### src/logic/umsts_pkg.sv
// Constants and types for the master endpoint status block.
// Assumes one system clock; all offsets are word-aligned byte addresses.
package umsts_pkg;

  // ----------------------------------------------------------------------
  // Widths
  // ----------------------------------------------------------------------
  localparam int UMSTS_AW = 8;
  localparam int UMSTS_DW = 32;
  localparam int UMSTS_IRQ_W = 3;

  // ----------------------------------------------------------------------
  // Register offsets
  // ----------------------------------------------------------------------
  localparam logic [UMSTS_AW-1:0] UMSTS_STATUS_OFS = 8'h00;
  localparam logic [UMSTS_AW-1:0] UMSTS_CTRL_OFS = 8'h04;
  localparam logic [UMSTS_AW-1:0] UMSTS_RDREQ_OFS = 8'h08;
  localparam logic [UMSTS_AW-1:0] UMSTS_RDVAL_OFS = 8'h0C;
  localparam logic [UMSTS_AW-1:0] UMSTS_TMO_OFS = 8'h10;
  localparam logic [UMSTS_AW-1:0] UMSTS_IRQ_STS_OFS = 8'h14;
  localparam logic [UMSTS_AW-1:0] UMSTS_IRQ_MSK_OFS = 8'h18;

  // ----------------------------------------------------------------------
  // Fields and reset values
  // ----------------------------------------------------------------------
  // Packed from bit 4 down to bit 0.
  typedef struct packed {
    logic tx_ep_empty;
    logic rd_buf_empty;
    logic wr_buf_empty;
    logic tx_ep_full;
    logic rx_ep_data;
  } umsts_status_type;

  localparam int UMSTS_STATUS_W = 5;
  localparam logic [UMSTS_STATUS_W-1:0] UMSTS_STATUS_RST = 5'h1C;
  localparam logic [UMSTS_DW-1:0] UMSTS_TMO_RST = 32'hFFFFFFFF;
  localparam int UMSTS_CTRL_TMO_EN_BIT = 0;
  localparam int UMSTS_IRQ_RX_BIT = 0;
  localparam int UMSTS_IRQ_DRAIN_BIT = 1;
  localparam int UMSTS_IRQ_TMO_BIT = 2;

  // Register port request from the bus master.
  typedef struct packed {
    logic [UMSTS_AW-1:0] addr;
    logic [UMSTS_DW-1:0] wdata;
    logic wr;
    logic rd;
  } umsts_bus_req_type;

  // Timeout counter states.
  typedef enum logic [2:0] {
    UMSTS_TMO_IDLE = 3'b001,
    UMSTS_TMO_RUN = 3'b010,
    UMSTS_TMO_DONE = 3'b100
  } umsts_tmo_state_type;

endpackage : umsts_pkg

### src/logic/umsts_top.sv
// Master endpoint status block: synchronised endpoint flags, DMA buffer
// empty flags, debug timeout counter and a small register port.
// Assumes endpoint flags are levels from the USB core clock domain and
// buffer levels come from DMA logic on clk.
`timescale 1ns/1ps

// Summary of operation
// - Bit 4 reads 1 when the master read endpoint is empty.
// - Bit 4 is the transmit-empty input after a two-flop synchroniser.
// - Bit 3 reads 1 when the master read DMA buffer is empty.
// - Bit 2 reads 1 when the master write DMA buffer is empty.
// - Bit 1 sets when transmit endpoint fills, clears after IN drains it.
// - Master read DMA grants only while bit 1 reads 0.
// - Bit 1 is the transmit data-set input, synchronised to clk.
// - Bit 0 sets on received data, clears once write DMA reads all.
// - Bit 0 is the receive data-set input, synchronised to clk.
// - When enabled, counter decrements per USB clock after receive empties.
module umsts_top #(
  parameter int LVL_W = 6
) (
  input wire logic clk,
  input wire logic rst_n,
  input wire umsts_pkg::umsts_bus_req_type bus_req,
  output logic [umsts_pkg::UMSTS_DW-1:0] rd_data,
  input wire logic tx_ep_empty_in,
  input wire logic tx_ep_dataset_in,
  input wire logic rx_ep_dataset_in,
  input wire logic usb_clk_in,
  input wire logic [LVL_W-1:0] rd_buf_level,
  input wire logic [LVL_W-1:0] wr_buf_level,
  input wire logic rd_dma_req,
  output logic rd_dma_grant,
  output logic irq
);
  import umsts_pkg::*;

  // ----------------------------------------------------------------------
  // Declarations
  // ----------------------------------------------------------------------
  localparam int SYNC_W = 4;

  logic [SYNC_W-1:0] sync_q;
  logic tx_empty_s;
  logic tx_full_s;
  logic rx_data_s;
  logic usb_clk_s;
  logic usb_clk_prev;
  logic usb_tick;
  logic rx_data_prev;
  logic rx_empty_start;
  logic tx_full_prev;
  umsts_status_type status_q;
  logic ctrl_tmo_en;
  logic [UMSTS_DW-1:0] rdval;
  logic [UMSTS_IRQ_W-1:0] irq_sts;
  logic [UMSTS_IRQ_W-1:0] irq_msk;
  logic [UMSTS_IRQ_W-1:0] irq_set;
  logic [UMSTS_DW-1:0] tmo_count;
  logic tmo_expired;
  logic [1:0] live;

  // ----------------------------------------------------------------------
  // Register decode
  // ----------------------------------------------------------------------
  // Shared by the direct read path and the indirect read-request path.
  // The counter is visible only indirectly, so a direct read gives zero.
  function automatic logic [UMSTS_DW-1:0] reg_value(
    input logic [UMSTS_AW-1:0] addr,
    input logic indirect
  );
    logic [UMSTS_DW-1:0] v;
    v = '0;
    case (addr)
      UMSTS_STATUS_OFS: v = {{(UMSTS_DW-UMSTS_STATUS_W){1'b0}}, status_q};
      UMSTS_CTRL_OFS: v[UMSTS_CTRL_TMO_EN_BIT] = ctrl_tmo_en;
      UMSTS_RDVAL_OFS: v = rdval;
      UMSTS_TMO_OFS: v = indirect ? tmo_count : '0;
      UMSTS_IRQ_STS_OFS: v = {{(UMSTS_DW-UMSTS_IRQ_W){1'b0}}, irq_sts};
      UMSTS_IRQ_MSK_OFS: v = {{(UMSTS_DW-UMSTS_IRQ_W){1'b0}}, irq_msk};
      default: v = '0;
    endcase
    return v;
  endfunction : reg_value

  // ----------------------------------------------------------------------
  // Crossing from the USB core domain
  // ----------------------------------------------------------------------
  // The USB clock itself is only sampled here; it must run below half of
  // clk or edges will be missed by the timeout counter.
  umsts_sync #(
    .WIDTH(SYNC_W)
  ) u_sync (
    .clk(clk),
    .rst_n(rst_n),
    .async_in({usb_clk_in, rx_ep_dataset_in, tx_ep_dataset_in, !tx_ep_empty_in}),
    .sync_out(sync_q)
  );

  // The empty flag crosses inverted, so the chain's zero reset reads as
  // empty; otherwise bit 4 would dip to 0 for two cycles after reset.
  assign tx_empty_s = !sync_q[0];
  assign tx_full_s = sync_q[1];
  assign rx_data_s = sync_q[2];
  assign usb_clk_s = sync_q[3];

  // Edge detectors look only at synchronised levels.
  always_ff @(posedge clk) begin
    if (!rst_n) begin
      usb_clk_prev <= 1'b0;
      rx_data_prev <= 1'b0;
      tx_full_prev <= 1'b0;
    end else begin
      usb_clk_prev <= usb_clk_s;
      rx_data_prev <= rx_data_s;
      tx_full_prev <= tx_full_s;
    end
  end

  assign usb_tick = usb_clk_s && !usb_clk_prev;
  assign rx_empty_start = rx_data_prev && !rx_data_s;

  // ----------------------------------------------------------------------
  // Status register
  // ----------------------------------------------------------------------
  // One more flop after the synchroniser keeps every bit of the word
  // aligned, at the cost of a cycle of latency.
  always_ff @(posedge clk) begin
    if (!rst_n) begin
      status_q <= UMSTS_STATUS_RST;
    end else begin
      status_q.tx_ep_empty <= tx_empty_s;
      status_q.rd_buf_empty <= (rd_buf_level == '0);
      status_q.wr_buf_empty <= (wr_buf_level == '0);
      status_q.tx_ep_full <= tx_full_s;
      status_q.rx_ep_data <= rx_data_s;
    end
  end

  // ----------------------------------------------------------------------
  // Master read DMA gate
  // ----------------------------------------------------------------------
  // A grant needs the full flag low as software would see it now.
  always_ff @(posedge clk) begin
    if (!rst_n) begin
      rd_dma_grant <= 1'b0;
    end else begin
      rd_dma_grant <= rd_dma_req && !status_q.tx_ep_full;
    end
  end

  // ----------------------------------------------------------------------
  // Timeout counter
  // ----------------------------------------------------------------------
  umsts_tmo u_tmo (
    .clk(clk),
    .rst_n(rst_n),
    .enable(ctrl_tmo_en),
    .rx_empty_start(rx_empty_start),
    .rx_data(rx_data_s),
    .usb_tick(usb_tick),
    .count(tmo_count),
    .expired(tmo_expired)
  );

  // ----------------------------------------------------------------------
  // Software writes
  // ----------------------------------------------------------------------
  // Control register: only the timeout enable is writable.
  always_ff @(posedge clk) begin
    if (!rst_n) begin
      ctrl_tmo_en <= 1'b0;
    end else if (bus_req.wr && bus_req.addr == UMSTS_CTRL_OFS) begin
      ctrl_tmo_en <= bus_req.wdata[UMSTS_CTRL_TMO_EN_BIT];
    end
  end

  // Read-request register: the register named by the written address is
  // sampled into the read-value register in the same edge.
  always_ff @(posedge clk) begin
    if (!rst_n) begin
      rdval <= '0;
    end else if (bus_req.wr && bus_req.addr == UMSTS_RDREQ_OFS) begin
      rdval <= reg_value(bus_req.wdata[UMSTS_AW-1:0], 1'b1);
    end
  end

  // Interrupt mask.
  always_ff @(posedge clk) begin
    if (!rst_n) begin
      irq_msk <= '0;
    end else if (bus_req.wr && bus_req.addr == UMSTS_IRQ_MSK_OFS) begin
      irq_msk <= bus_req.wdata[UMSTS_IRQ_W-1:0];
    end
  end

  // ----------------------------------------------------------------------
  // Interrupts
  // ----------------------------------------------------------------------
  // Events: receive data arrived, transmit endpoint drained, timeout hit.
  assign irq_set[UMSTS_IRQ_RX_BIT] = rx_data_s && !rx_data_prev;
  assign irq_set[UMSTS_IRQ_DRAIN_BIT] = tx_full_prev && !tx_full_s;
  assign irq_set[UMSTS_IRQ_TMO_BIT] = tmo_expired;

  // A set in the same cycle as a write-one clear wins, so no event is lost.
  always_ff @(posedge clk) begin
    if (!rst_n) begin
      irq_sts <= '0;
    end else if (bus_req.wr && bus_req.addr == UMSTS_IRQ_STS_OFS) begin
      irq_sts <= (irq_sts & ~bus_req.wdata[UMSTS_IRQ_W-1:0]) | irq_set;
    end else begin
      irq_sts <= irq_sts | irq_set;
    end
  end

  // Registered so the pin carries no decode glitches.
  always_ff @(posedge clk) begin
    if (!rst_n) begin
      irq <= 1'b0;
    end else begin
      irq <= |((irq_sts | irq_set) & irq_msk);
    end
  end

  // ----------------------------------------------------------------------
  // Software reads
  // ----------------------------------------------------------------------
  // Data appear the cycle after the read strobe and only there.
  always_ff @(posedge clk) begin
    if (!rst_n) begin
      rd_data <= '0;
    end else if (bus_req.rd) begin
      rd_data <= reg_value(bus_req.addr, 1'b0);
    end else begin
      rd_data <= '0;
    end
  end

  // ----------------------------------------------------------------------
  // Checks
  // ----------------------------------------------------------------------
  // Counts edges since reset so that delayed samples are all post-reset.
  always_ff @(posedge clk) begin
    if (!rst_n) begin
      live <= '0;
    end else if (live != 2'h3) begin
      live <= live + 2'h1;
    end
  end
endmodule : umsts_top

### src/logic/umsts_sync.sv
// Two-flop level synchroniser, one per bit.
// Assumes the inputs are quasi-static levels from another domain.
`timescale 1ns/1ps
module umsts_sync #(
  parameter int WIDTH = 4
) (
  input wire logic clk,
  input wire logic rst_n,
  input wire logic [WIDTH-1:0] async_in,
  output logic [WIDTH-1:0] sync_out
);

  logic [WIDTH-1:0] meta;

  // ----------------------------------------------------------------------
  // Synchroniser chain
  // ----------------------------------------------------------------------
  // The first stage feeds only the second; nothing else looks at it.
  always_ff @(posedge clk) begin
    if (!rst_n) begin
      meta <= '0;
      sync_out <= '0;
    end else begin
      meta <= async_in;
      sync_out <= meta;
    end
  end

endmodule : umsts_sync

### src/logic/umsts_tmo.sv
// Debug timeout down-counter stepped by sampled USB clock edges.
// Assumes usb_tick is a one-cycle pulse per USB clock rising edge.
`timescale 1ns/1ps
module umsts_tmo (
  input wire logic clk,
  input wire logic rst_n,
  input wire logic enable,
  input wire logic rx_empty_start,
  input wire logic rx_data,
  input wire logic usb_tick,
  output logic [umsts_pkg::UMSTS_DW-1:0] count,
  output logic expired
);
  import umsts_pkg::*;

  umsts_tmo_state_type state;

  // ----------------------------------------------------------------------
  // Counter control
  // ----------------------------------------------------------------------
  // Arrival of new receive data reloads the counter, so it only measures
  // how long the receive endpoint has stayed empty.
  always_ff @(posedge clk) begin
    if (!rst_n) begin
      state <= UMSTS_TMO_IDLE;
      count <= UMSTS_TMO_RST;
      expired <= 1'b0;
    end else begin
      expired <= 1'b0;
      case (state)
        UMSTS_TMO_IDLE: begin
          if (enable && rx_empty_start) begin
            state <= UMSTS_TMO_RUN;
          end
        end
        UMSTS_TMO_RUN: begin
          if (!enable || rx_data) begin
            state <= UMSTS_TMO_IDLE;
            count <= UMSTS_TMO_RST;
          end else if (usb_tick) begin
            count <= count - 32'h00000001;
            if (count == 32'h00000001) begin
              state <= UMSTS_TMO_DONE;
              expired <= 1'b1;
            end
          end
        end
        UMSTS_TMO_DONE: begin
          if (!enable || rx_data) begin
            state <= UMSTS_TMO_IDLE;
            count <= UMSTS_TMO_RST;
          end
        end
        default: begin
          state <= UMSTS_TMO_IDLE;
        end
      endcase
    end
  end
endmodule : umsts_tmo

### config.mk
export PLATFORM = sky130hd
export DESIGN_NAME = umsts_top
export DESIGN_NICKNAME = d
export VERILOG_FILES = /design/src/logic/umsts_pkg.sv /design/src/logic/umsts_top.sv /design/src/logic/umsts_sync.sv /design/src/logic/umsts_tmo.sv
export SDC_FILE = /design/constraint.sdc
export NUM_CORES = 1
export LEC_CHECK = 0
export ABC_AREA = 0
export ABC_CLOCK_PERIOD_IN_PS = 2200
export BUFFER_PORTS_ARGS = -buffer_cell sky130_fd_sc_hd__clkbuf_2
export CORE_UTILIZATION = 40
export DETAILED_ROUTE_END_ITERATION = 6
export SLEW_MARGIN = 20
export SYNTH_ARGS = -nofsm -noshare
export SYNTH_HDL_FRONTEND = slang
export SYNTH_HIERARCHICAL = 1
export SYNTH_SLANG_ARGS = --single-unit
### constraint.sdc
create_clock -name clk -period 2.2 [get_ports clk]
set_input_delay 0.44 -clock clk [delete_from_list [all_inputs] [get_ports clk]]
set_output_delay 0.44 -clock clk [all_outputs]
set_load 0.05 [all_outputs]
==> summary.md <==
| Metric | Value |
|---|---|
| Status | completed |
| TritonCTS clock tree | yes |
| VDD IR-drop max | 0.000458 V |
| Final Critical Period | 2.05 ns |
| Drt via density | 5.44 |
| Worst slew pin tran | 0.597 ns |
| Total wire length | 12,300 µm |
| Number of synthesized flops with an enable pin | 0 |
| Peak Freq | 487 MHz |
| Sequential element share of the synthesized area | 46.5% |
| Total GRT Usage | 19.2% |
| GR Util met2 | 28.5% |
| Cells after Synth | 584 |
| ANT nets after route | 0 |
| Final hold vios | 0 |
| Sw power | 1.17 mW |
| Met3 usage in global routing | 4.07% |
| RSZ-0062 raised after global routing | false |
| Via count | 4,609 |
| Placed insts | 816 |
| Mapped cell area | 5300 µm² |
| Row Count | 41 |
| GR peak layer | met2 |
| Post-CTS Hold Fix Bufs | 0 |
| Most frequent cells in the layout | 123 x dfxtp_1, 70 x clkbuf_2, 42 x nand2_1, 41 x a21oi_1, 41 x and2_1 |
| Top Ports | 95 |
| Most common cell after layout, fill and taps aside | dfxtp_1 |
| Mean post-synth cell area | 9.07 µm² |
| Clock Power Share | 53.3% |
| Core Util, Final | 51.0% |
| Mapped Nets | 647 |
| Worst-skew pair later-pin latency | 0.41 ns |
| Root Driver | clkbuf_16 |
| Vias in the first global route | 4,236 |
| Final max-slew violation count | 0 |
| DRC | 0 |
| Post-CTS sizing | 0 |
| Largest net degree at the start of global routing | 33 |
| Core area | 12,800 µm² |
| Combinational share of power | 3.2% |
| #FFs+latches synth | 123 |
| Final worst-path cycle share | 93.3% |
| Endpoint class of the critical path | flop |
| HP Class | in2reg |
| Share of layout cells above drive strength 1 | 22.5% |
| TNS Setup | 0 ns |
| Area Growth Syn to Fin | 23.0% |
| Num CTS Buffers | 17 |
| Post-synth ARST share | 0% |
| Sequential power share | 43.4% |
| Non-filler cells, final | 848 |
| Clk_skew | 0.00609 ns |
| Initial antenna violation count | 0 |
| Slew headroom | 59.2% |
| Initial Utilization | 41.5% |
| PortBufs | 70 |
| Die W | 117 µm |
| Die area | 13,700 µm² |
| Synth Flop Type | dfxtp_1 |
| CTS max path bufs | 2 |
| Post-Place Cell Area | 5930 µm² |
| RePlAce Congestion | 0.887 |
| Yosys warnings | 6 |
| Startpoint types | flop |
| Drt first-iter violations | 296 |
| Post-CTS setup buffer count | 0 |
| # Max-Cap Violations | 0 |
| Pre-antenna DRT Iters | 5 |
| Finished Cell Area | 6520 µm² |
| Worst-path clk slew | 0.06 ns |
| # H-tree levels | 4 |
| Grt ovf | 0 |
| Detailed placement HPWL | 8740 µm |
| Clock sink total | 123 |
| Req. time, crit path | 2.50 ns |
| Pleak | 2.44 nW |
| CP Class | reg2reg |
| Yosys cell types | 67 |
| Worst EP arrival | 2.35 ns |
| Max FO, Critical Path | 7 |
| Antenna cell count | 0 |
| First-pass GRT wire length | 20,300 µm |
| Wire per inst | 14.5 µm |
| Nets | 726 |
| Sw frac | 22.6% |
| R2R Setup Slk | 0.15 ns |
| GRT met1 Usage | 26.7% |
| PwrDens | 795 nW/µm² |
| Chip Height | 117 µm |
| # setup viols final | 0 |
| Internal Power | 4.01 mW |
[worst max-delay path, cell delays in order, from the launching register on]
cell     delay (ns)
dfxtp_1        0.38
nor4_4         0.43
nand3_1        0.32
buf_4          0.25
nor4_1         0.33
xnor2_1        0.17
nand2_1        0.06
[power groups by stage]
stage / logic, mW / clock network (mW) / registers (mW)
floorplan: 0.0892 / 0 / 2.30
detailed placement: 0.166 / 0 / 2.30
global route: 0.184 / 2.92 / 2.25
global placement: 0.162 / 0 / 2.30
finish: 0.167 / 2.76 / 2.25
CTS: 0.167 / 2.80 / 2.25
[Yosys cell counts (15+ instances only)]
cell type  count  share of area, %
o21ai_0       40               3.8
a21oi_1       41               3.9
nand4_1       33               3.9
clkbuf_1      25               1.8
nor2_1        30               2.1
nand2_1       42               3.0
and2_1        41               4.8
nor4_1        15               1.8
nand3_1       17               1.6
xnor2_1       16               2.6
dfxtp_1      123                46
[worst paths after layout]
check | from | to | cells past startpoint
worst min-delay path | wr_buf_level[5] | status_q[2]$_SDFF_PN1_ | 2
worst max register to register | u_tmo/count[2]$_SDFFE_PN1P_ | u_tmo/count[12]$_SDFFE_PN1P_ | 6
worst min register to register | u_sync/sync_out[0]$_SDFF_PN0_ | status_q[4]$_SDFF_PN1_ | 1
worst max-delay path | u_tmo/count[2]$_SDFFE_PN1P_ | u_tmo/count[12]$_SDFFE_PN1P_ | 6
[sequential cells by signal (all words and copies together) (netlist names)]
register	count
rd_data	32
rdval	32
u_tmo/count	32
status_q	5
u_sync/meta	4
u_sync/sync_out	4
irq_msk	3
irq_sts	3
u_tmo/state	3
ctrl_tmo_en	1
irq	1
rd_dma_grant	1
u_tmo/expired	1
usb_clk_prev	1
[kinds of logic (layout without fill, tap and decap cells)]
family                   Yosys count  after routing  synth area share, %
AND/OR/NAND/NOR                  257            257                 29.6
adder cells (fa/ha/maj)            2              2                0.472
AO/OA/AOI/OAI                    121            121                 13.8
flip-flops                       123            123                 46.5
buffers and inverters             48            140                 3.92
XOR/XNOR                          22             22                 3.64
multiplexers                      11             11                 2.10
[layer usage]
layer | vias to the layer above | wire, µm
met4 | 0 | 195
met3 | 22 | 550
met1 | 2180 | 6070
met5 | - | 0
met2 | 121 | 5490
li1 | 2286 | -
[metrics by stage]
| stage | hold slack, ns | worst slack, ns | power (mW) |
|---|---|---|---|
| final | 0.214 | 0.148 | 5.18 |
| after global routing | 0.208 | 0.0336 | 5.35 |
| after CTS | 0.201 | 0.186 | 5.22 |
| after detailed placement | 0.354 | 0.190 | 2.46 |
| after global placement | 0.357 | 0.220 | 2.46 |
| after floorplan | 0.343 | 0.396 | 2.39 |
[layout make-up]
type	instances	area (µm²)
Fill cell	1205	6260
Multi-Input combinational cell	413	2630
Sequential cell	123	2460
Timing Repair Buffer	97	578
Clock buffer	18	429
Tap cell	172	215
Clock inverter	14	160
Inverter	11	41.3
No activity file was read; power rests on OpenSTA's default activity.
